<file path="src/gpeu_pkg.sv">
// Constants and carrier types for the general-purpose event and I/O unit
package gpeu_pkg;

    // ------------------------------------------------------------
    // Register offsets
    // ------------------------------------------------------------
    localparam logic [7:0] GPEU_OFS_STATUS = 8'h88;
    localparam logic [7:0] GPEU_OFS_ENABLE = 8'h89;
    localparam logic [7:0] GPEU_OFS_INPUT = 8'h8A;
    localparam logic [7:0] GPEU_OFS_OUTPUT = 8'h8B;

    // ------------------------------------------------------------
    // Field positions, masks and reset values
    // ------------------------------------------------------------
    localparam int GPEU_REG_W = 8;
    localparam int GPEU_NUM_GPI = 5;
    localparam int GPEU_BIT_POWER = 7;
    localparam int GPEU_BIT_PROGV = 6;
    localparam int GPEU_BIT_RSVD = 5;
    localparam logic [7:0] GPEU_EVENT_MASK = 8'hDF;
    localparam logic [7:0] GPEU_LEVEL_MASK = 8'h1F;
    localparam logic [7:0] GPEU_STATUS_RESET = 8'h00;
    localparam logic [7:0] GPEU_ENABLE_RESET = 8'h00;
    localparam logic [7:0] GPEU_OUTPUT_RESET = 8'h00;
    localparam logic [7:0] GPEU_RDATA_RESET = 8'h00;

    // ------------------------------------------------------------
    // Terminal selection codes
    // ------------------------------------------------------------
    localparam logic [3:0] GPEU_SEL_GPI = 4'h0;
    localparam logic [3:0] GPEU_SEL_GPO = 4'h1;
    localparam logic [3:0] GPEU_SEL_EVT = 4'hE;
    // Inputs 4, 3, 2 sit on terminals that can carry the event output
    localparam logic [4:0] GPEU_EVT_CAPABLE = 5'h1C;

    // ------------------------------------------------------------
    // Timing
    // ------------------------------------------------------------
    localparam int GPEU_SETTLE_CYCLES = 3;

    // ------------------------------------------------------------
    // Carriers
    // ------------------------------------------------------------
    typedef struct packed {
        logic rd;
        logic wr;
        logic [7:0] addr;
        logic [7:0] wdata;
    } gpeu_reg_req_t;

    typedef struct packed {
        logic [3:0] term5;
        logic [3:0] term4;
        logic [3:0] term2;
        logic [3:0] term1;
        logic [3:0] term0;
    } gpeu_term_sel_t;

endpackage : gpeu_pkg

</file>
<file path="src/gpeu_top.sv">
// General-purpose event and I/O unit: sticky event flags, enables, pin levels
`timescale 1ns/1ps
// Notes on behaviour
// - Software change of socket supply or programming power sets status bit 7.
// - Requested programming voltage moving to or from 12 V sets status bit 6.
// - Bit 5 of status and enable always reads zero; writes ignored.
// - Input flags 4..0 set on level change, only while terminal is an input.
// - Inputs 4,3,2,1,0 map to terminals 5,4,2,1,0.
// - Status flags set by hardware, cleared by software, reset to zero.
// - Enable bits 7,6,4..0 read/write; set bit lets its flag drive event.
// - Status events can be programmed to signal on the event output.
// - The global reset is the only reset of flags, enables and outputs.
// - Input register bits 4..0 show current input levels.
// - Output register bits 4..0 read/write, reset zero, drive output levels.
// - Bits 7..5 of input and output registers read zero; writes ignored.
// - Terminal 5 is input 4 for code 0000, output 4 for 0001.
// - Code 1110 puts the low-active event output on terminals 5, 4, 2.
module gpeu_top
    import gpeu_pkg::*;
#(
    parameter int NUM_GPI = GPEU_NUM_GPI
) (
    input wire logic mclk_i,
    input wire logic arst_n_i,
    input wire gpeu_reg_req_t reg_req_i,
    output logic [7:0] reg_rdata_o,
    input wire logic power_change_i,
    input wire logic prog_voltage_12v_i,
    input wire gpeu_term_sel_t term_sel_i,
    input wire logic [4:0] term_in_i,
    output logic [4:0] term_out_o,
    output logic [4:0] term_oe_n_o,
    output logic system_event_out_n_o
);

    // ------------------------------------------------------------
    // Elaboration checks
    // ------------------------------------------------------------
    if (NUM_GPI != GPEU_NUM_GPI) begin : g_bad_gpi
        $error("gpeu_top: NUM_GPI must match the five shared terminals");
    end

    // ------------------------------------------------------------
    // Helpers
    // ------------------------------------------------------------
    function automatic logic sel_is(input logic [3:0] sel, input logic [3:0] code);
        sel_is = (sel == code);
    endfunction : sel_is

    function automatic logic addr_hit(input logic [7:0] addr, input logic [7:0] ofs);
        addr_hit = (addr == ofs);
    endfunction : addr_hit

    // ------------------------------------------------------------
    // Declarations
    // ------------------------------------------------------------
    logic [3:0] sel_arr [NUM_GPI];
    logic [NUM_GPI-1:0] is_gpi;
    logic [NUM_GPI-1:0] is_gpo;
    logic [NUM_GPI-1:0] is_evt;
    logic [NUM_GPI-1:0] pin_level;
    logic [NUM_GPI-1:0] prev_level;
    logic [NUM_GPI-1:0] gpi_change;
    logic [GPEU_SETTLE_CYCLES-1:0] settle;
    logic settled;
    logic vpp_prev;
    logic vpp_change;
    logic [7:0] flags;
    logic [7:0] flag_set;
    logic [7:0] flag_clr;
    logic [7:0] enable;
    logic [7:0] output_levels;
    logic [7:0] input_levels;
    logic wr_status;
    logic wr_enable;
    logic wr_output;
    logic next_event_n;
    logic [4:0] next_term_out;
    logic [4:0] next_term_oe_n;
    logic [7:0] next_rdata;

    // ------------------------------------------------------------
    // Terminal selection decode
    // ------------------------------------------------------------
    assign sel_arr[4] = term_sel_i.term5;
    assign sel_arr[3] = term_sel_i.term4;
    assign sel_arr[2] = term_sel_i.term2;
    assign sel_arr[1] = term_sel_i.term1;
    assign sel_arr[0] = term_sel_i.term0;

    for (genvar i = 0; i < NUM_GPI; i++) begin : g_decode
        assign is_gpi[i] = sel_is(sel_arr[i], GPEU_SEL_GPI);
        assign is_gpo[i] = sel_is(sel_arr[i], GPEU_SEL_GPO);
        assign is_evt[i] = sel_is(sel_arr[i], GPEU_SEL_EVT) & GPEU_EVT_CAPABLE[i];
    end

    // ------------------------------------------------------------
    // Register port decode
    // ------------------------------------------------------------
    assign wr_status = reg_req_i.wr & addr_hit(reg_req_i.addr, GPEU_OFS_STATUS);
    assign wr_enable = reg_req_i.wr & addr_hit(reg_req_i.addr, GPEU_OFS_ENABLE);
    assign wr_output = reg_req_i.wr & addr_hit(reg_req_i.addr, GPEU_OFS_OUTPUT);

    // ------------------------------------------------------------
    // Input pins and change detection
    // ------------------------------------------------------------
    gpeu_sync #(
        .WIDTH(NUM_GPI)
    ) u_pin_sync (
        .mclk_i(mclk_i),
        .arst_n_i(arst_n_i),
        .async_i(term_in_i),
        .sync_o(pin_level)
    );

    always_ff @(posedge mclk_i or negedge arst_n_i) begin
        if (!arst_n_i) begin
            settle <= '0;
            prev_level <= '0;
            vpp_prev <= 1'b0;
        end else begin
            settle <= {settle[GPEU_SETTLE_CYCLES-2:0], 1'b1};
            prev_level <= pin_level;
            vpp_prev <= prog_voltage_12v_i;
        end
    end

    // No change is reported until the history flops hold real samples
    assign settled = settle[GPEU_SETTLE_CYCLES-1];
    assign gpi_change = is_gpi & (pin_level ^ prev_level) & {NUM_GPI{settled}};
    assign vpp_change = settled & (prog_voltage_12v_i ^ vpp_prev);
    assign input_levels = {3'b000, pin_level};

    // ------------------------------------------------------------
    // Status flags
    // ------------------------------------------------------------
    assign flag_set = {power_change_i, vpp_change, 1'b0, gpi_change};
    assign flag_clr = wr_status ? (reg_req_i.wdata & GPEU_EVENT_MASK) : '0;

    gpeu_flag_bank #(
        .WIDTH(GPEU_REG_W),
        .RESET_VAL(GPEU_STATUS_RESET)
    ) u_flags (
        .mclk_i(mclk_i),
        .arst_n_i(arst_n_i),
        .set_i(flag_set),
        .clr_i(flag_clr),
        .flags_o(flags)
    );

    // ------------------------------------------------------------
    // Enable and output registers
    // ------------------------------------------------------------
    always_ff @(posedge mclk_i or negedge arst_n_i) begin
        if (!arst_n_i) begin
            enable <= GPEU_ENABLE_RESET;
            output_levels <= GPEU_OUTPUT_RESET;
        end else begin
            if (wr_enable) begin
                enable <= reg_req_i.wdata & GPEU_EVENT_MASK;
            end
            if (wr_output) begin
                output_levels <= reg_req_i.wdata & GPEU_LEVEL_MASK;
            end
        end
    end

    // ------------------------------------------------------------
    // Event output and terminal drive
    // ------------------------------------------------------------
    assign next_event_n = ~|(flags & enable);

    for (genvar i = 0; i < NUM_GPI; i++) begin : g_drive
        assign next_term_oe_n[i] = ~(is_gpo[i] | is_evt[i]);
        assign next_term_out[i] = is_gpo[i] ? output_levels[i] : (is_evt[i] & next_event_n);
    end

    // ------------------------------------------------------------
    // Read data
    // ------------------------------------------------------------
    assign next_rdata = addr_hit(reg_req_i.addr, GPEU_OFS_STATUS) ? flags :
                        addr_hit(reg_req_i.addr, GPEU_OFS_ENABLE) ? enable :
                        addr_hit(reg_req_i.addr, GPEU_OFS_INPUT) ? input_levels :
                        addr_hit(reg_req_i.addr, GPEU_OFS_OUTPUT) ? output_levels : GPEU_RDATA_RESET;

    always_ff @(posedge mclk_i or negedge arst_n_i) begin
        if (!arst_n_i) begin
            system_event_out_n_o <= 1'b1;
            term_out_o <= '0;
            term_oe_n_o <= '1;
            reg_rdata_o <= GPEU_RDATA_RESET;
        end else begin
            system_event_out_n_o <= next_event_n;
            term_out_o <= next_term_out;
            term_oe_n_o <= next_term_oe_n;
            if (reg_req_i.rd) begin
                reg_rdata_o <= next_rdata;
            end
        end
    end
endmodule : gpeu_top

</file>
<file path="src/gpeu_sync.sv">
// Two-flop synchroniser for asynchronous pin levels
`timescale 1ns/1ps
module gpeu_sync #(
    parameter int WIDTH = 5
) (
    input wire logic mclk_i,
    input wire logic arst_n_i,
    input wire logic [WIDTH-1:0] async_i,
    output logic [WIDTH-1:0] sync_o
);

    logic [WIDTH-1:0] meta;

    if (WIDTH < 1) begin : g_bad_width
        $error("gpeu_sync: WIDTH must be at least 1");
    end

    always_ff @(posedge mclk_i or negedge arst_n_i) begin
        if (!arst_n_i) begin
            meta <= '0;
            sync_o <= '0;
        end else begin
            meta <= async_i;
            sync_o <= meta;
        end
    end

endmodule : gpeu_sync

</file>
<file path="src/gpeu_flag_bank.sv">
// Sticky flag bank, set by hardware and cleared by writing ones
`timescale 1ns/1ps
module gpeu_flag_bank #(
    parameter int WIDTH = 8,
    parameter logic [WIDTH-1:0] RESET_VAL = '0
) (
    input wire logic mclk_i,
    input wire logic arst_n_i,
    input wire logic [WIDTH-1:0] set_i,
    input wire logic [WIDTH-1:0] clr_i,
    output logic [WIDTH-1:0] flags_o
);

    logic [WIDTH-1:0] next_flags;

    if (WIDTH < 1) begin : g_bad_width
        $error("gpeu_flag_bank: WIDTH must be at least 1");
    end

    // Set wins over a clear in the same cycle
    assign next_flags = (flags_o & ~clr_i) | set_i;

    always_ff @(posedge mclk_i or negedge arst_n_i) begin
        if (!arst_n_i) begin
            flags_o <= RESET_VAL;
        end else begin
            flags_o <= next_flags;
        end
    end

endmodule : gpeu_flag_bank

</file>
<file path="config.mk">
export PLATFORM = sky130hd
export DESIGN_NAME = gpeu_top
export DESIGN_NICKNAME = d
export VERILOG_FILES = /design/src/gpeu_pkg.sv /design/src/gpeu_top.sv /design/src/gpeu_sync.sv /design/src/gpeu_flag_bank.sv
export SDC_FILE = /design/constraint.sdc
export NUM_CORES = 1
export LEC_CHECK = 0
export ABC_AREA = 1
export BUFFER_PORTS_ARGS = -buffer_cell sky130_fd_sc_hd__clkbuf_2
export CAP_MARGIN = 20
export CORE_MARGIN = 3
export CORE_UTILIZATION = 45
export CTS_CLUSTER_DIAMETER = 80
export CTS_CLUSTER_SIZE = 8
export DETAILED_ROUTE_END_ITERATION = 8
export GPL_TIMING_DRIVEN = 0
export PLACE_DENSITY_LB_ADDON = 0.15
export SYNTH_ARGS = -nofsm -noshare
export SYNTH_HDL_FRONTEND = slang
export SYNTH_SLANG_ARGS = --single-unit
</file>
<file path="constraint.sdc">
create_clock -name mclk_i -period 0.95 [get_ports mclk_i]
set_input_delay 0.0475 -clock mclk_i [delete_from_list [all_inputs] [get_ports mclk_i]]
set_output_delay 0.0475 -clock mclk_i [all_outputs]
set_load 0.005 [all_outputs]
</file>
==> results.ini <==
[setup_path]
crit_start=u_flags.flags_o[4]
slowest_delay_ns=0.41
setup.worst_path.class=reg2reg
crit_end=term_out_o[3]
r2r-end=term_out_o[3]
r2r_slack_ns=-0.24
critical_path_depth=5
critPathLaunchType=register
arrival_ns=1.42
ff2ff_path_depth=5
crit-reg2reg-launch=u_flags.flags_o[4]
end_kind=register
cp_max_fo=4
cp.required_ns=1.18
path_buf_inv=0
cp_slowest_cell=dfrtp_1
path_cells=nand2_1 > nand3_1 > nor2_1 > nand4_1 > o21ai_1
cp_top_family=simple AND/OR/NAND/NOR gates

[final_layout]
nFillCells=467
fin_cells=448
diodes=0
largestRegisters=enable: 7 flops, reg_rdata_o: 7 flops, u_flags.flags_o: 7 flops
finalInstanceArea_mm2=0.003273
fin_nets=424
layout-drive-gt1-share_pct=27.78
fin_util_pct=62.49
area_growth_pct=30.47

[timing]
max_freq_mhz=841.1
hold_ws_ns=0.009527
setup_viol=11
skew_ns=0.005398
slew_headroom_pct=54.24
fin_ws_ns=-0.2389
worstMarginPinSlew_ns=0.6863
report.final.slew_viol_count=0
rsz0062_at_grt=yes
hold_viol=0
post-route-min-period_ns=1.189
min_period_over_period_pct=125.1

[grt]
grt_pass1_wl_mm=9.418
antenna_found_initial=0
gr-total-overflow=0
grt_pass1_vias=2119
track_usage_pct=18.76
grt_max_degree=57

[detailed_routing]
viasPerCell=4.732
drc=0
routedWlPerCell_um=12.51
vias=2120
drt_first_pass_iters=4
ant_nets=0
drt-initial-drc-count=89
routed_wl_mm=5.603

[cts]
clock_sinks=56
cts_tree=done
clockRootBuffer=clkbuf_8
h-tree-depth=2
clk_path_buf_depth=2
clk_pin_slew_worst_paths_ns=0.10
numCtsBuffers=5
clk_latency_ns=0.31

[yosys]
synth-async-reset-ratio_pct=100.0
ys_types=26
synthTopCellsByArea=dfrtp_1, nand2_1, dfstp_2, nand3_1, inv_1
syn_avg_cell_area_um2=8.959
synth_top_area_share_pct=49.88
ys_ff_latch=56
synth_commonest_cells=nand2_1, dfrtp_1, nand3_1
yosysMostFrequentCell=nand2_1
synth_nets=327
synth_edf_count=0
seq_area_frac_synth_pct=56.16
synth_cells=280
yosys_warnings=0
synth.largest_area_cell=dfrtp_1
synthFlopType=dfrtp_1
synth_area_mm2=0.002509

[placement]
dp_hpwl_mm=3.896
placed_cells=413
placed_area_mm2=0.002914
post-place-ws_ns=-0.2482
io_buffers=63
gp_congestion=0.8889

[pwr]
p_switching_uw=1226
p_comb_share_pct=13.0
power_density_mw_per_mm2=1402
p_clk_share_pct=29.3
p_sw_share_pct=26.71
max-vdd-ir-drop_mv=1.078
cellLeakagePower_uw=0.001780
seqPwrFrac_pct=57.7
p_int_uw=3364

[die]
fp.dieArea_mm2=0.006507
die_x_um=80.67
ioPinCount=66
dieHeight_um=80.67
rows=26
core_mm2=0.005238
start_util_pct=47.90

[job]
cap_viol_max_count=0

[run_status]
status=complete, but fails checks
violations=negative setup slack

[min_path]
min_path_type=in2reg

==> timing repair <==
| action | CTS | global route |
|---|---|---|
| pin swaps | 3 | 5 |
| hold buffers | 22 | 0 |
| endpoints found under the setup margin | 10 | 63 |
| resized for setup | 3 | 2 |
| buffers inserted | 4 | 1 |
| hold endpoints to repair | 77 | 0 |
==> metrics by stage <==
stage          TNS, ns  power (uW)
6_report        -1.114        4590
5_1_grt         -1.761        4808
4_1_cts         -1.130        4600
3_5_place_dp    -3.857        3169
3_3_place_gp    -22.61        3156
2_1_floorplan        0        2898
==> tightest hold or removal path: cells and delay by family <==
family                 cells  cell delay, ns
buffers and inverters      1            0.08
AND/OR/NAND/NOR            1            0.09
AO/OA/AOI/OAI              1            0.06
==> how the worst min path moves through the flow <==
stage	depth (start not counted)	slack (ns)	startpoint	endpoint
3_5_place_dp	1	0.16	term_in_i[4]	u_pin_sync.meta[4]
5_1_grt	3	0.02	term_sel_i[18]	term_out_o[4]
4_1_cts	4	0.007	term_sel_i[0]	u_flags.flags_o[0]
3_3_place_gp	1	0.16	term_in_i[0]	u_pin_sync.meta[0]
6_report	3	0.01	term_sel_i[18]	term_out_o[4]
2_1_floorplan	0	-0.25	arst_n_i	enable[0]
==> per-layer routing <==
| metal | GRT usage [%] | vias up | routed length (um) |
|---|---|---|---|
| met5 | 0 | - | 0 |
| met4 | 5.236 | 0 | 85 |
| met3 | 3.587 | 11 | 334 |
| met2 | 31.29 | 62 | 2656 |
| met1 | 24.86 | 962 | 2526 |
| li1 | - | 1085 | - |
==> final cells by class <==
class | count | area (um2) | share of cell area (%)
buffer | 5 | 33.78 | 1.032
clock inverter | 3 | 26.28 | 0.8028
tap | 70 | 87.58 | 2.676
sequential | 56 | 1409 | 43.04
multi-input combinational | 191 | 958.4 | 29.28
clock buffer | 5 | 68.82 | 2.102
timing repair buffer | 90 | 581.8 | 17.78
inverter | 28 | 107.6 | 3.287
==> logic make-up after synthesis <==
logic type	count (synthesis)	synth area share (%)
AO/OA/AOI/OAI	33	7.881
buffers and inverters	33	5.635
flip-flops	56	56.16
other	2	0.2994
AND/OR/NAND/NOR	156	30.03
==> power by group through the flow <==
stage / registers, uW / logic (uW) / clock network (uW)
finish: 2650 / 598 / 1340
global route: 2670 / 673 / 1470
CTS: 2640 / 577 / 1380
detailed placement: 2690 / 477 / 0
global placement: 2690 / 464 / 0
floorplan: 2660 / 238 / 0
==> cell usage in the layout (no fill, tap or decap) <==
cell type and instances:
buf_6 2, dlygate4sd3_1 22, nor3_4 1, nand2_1 85, buf_4 8, clkinvlp_4 2, dfrtp_1 50, conb_1 2
nor2_1 20, nor2_4 2, inv_4 1, inv_1 26, nand2_2 2, o21ai_1 15, o211ai_1 5, or2_2 6
inv_2 1, nor2_8 3, nand4_1 4, a21boi_0 3, clkbuf_2 61, inv_8 1, buf_1 1, dfstp_2 6
clkbuf_1 1, nor2_2 1, o21ai_0 5, o21bai_1 5, nand2_4 3, clkbuf_8 5, nand3_1 29
(Power assumes the default switching activity.)
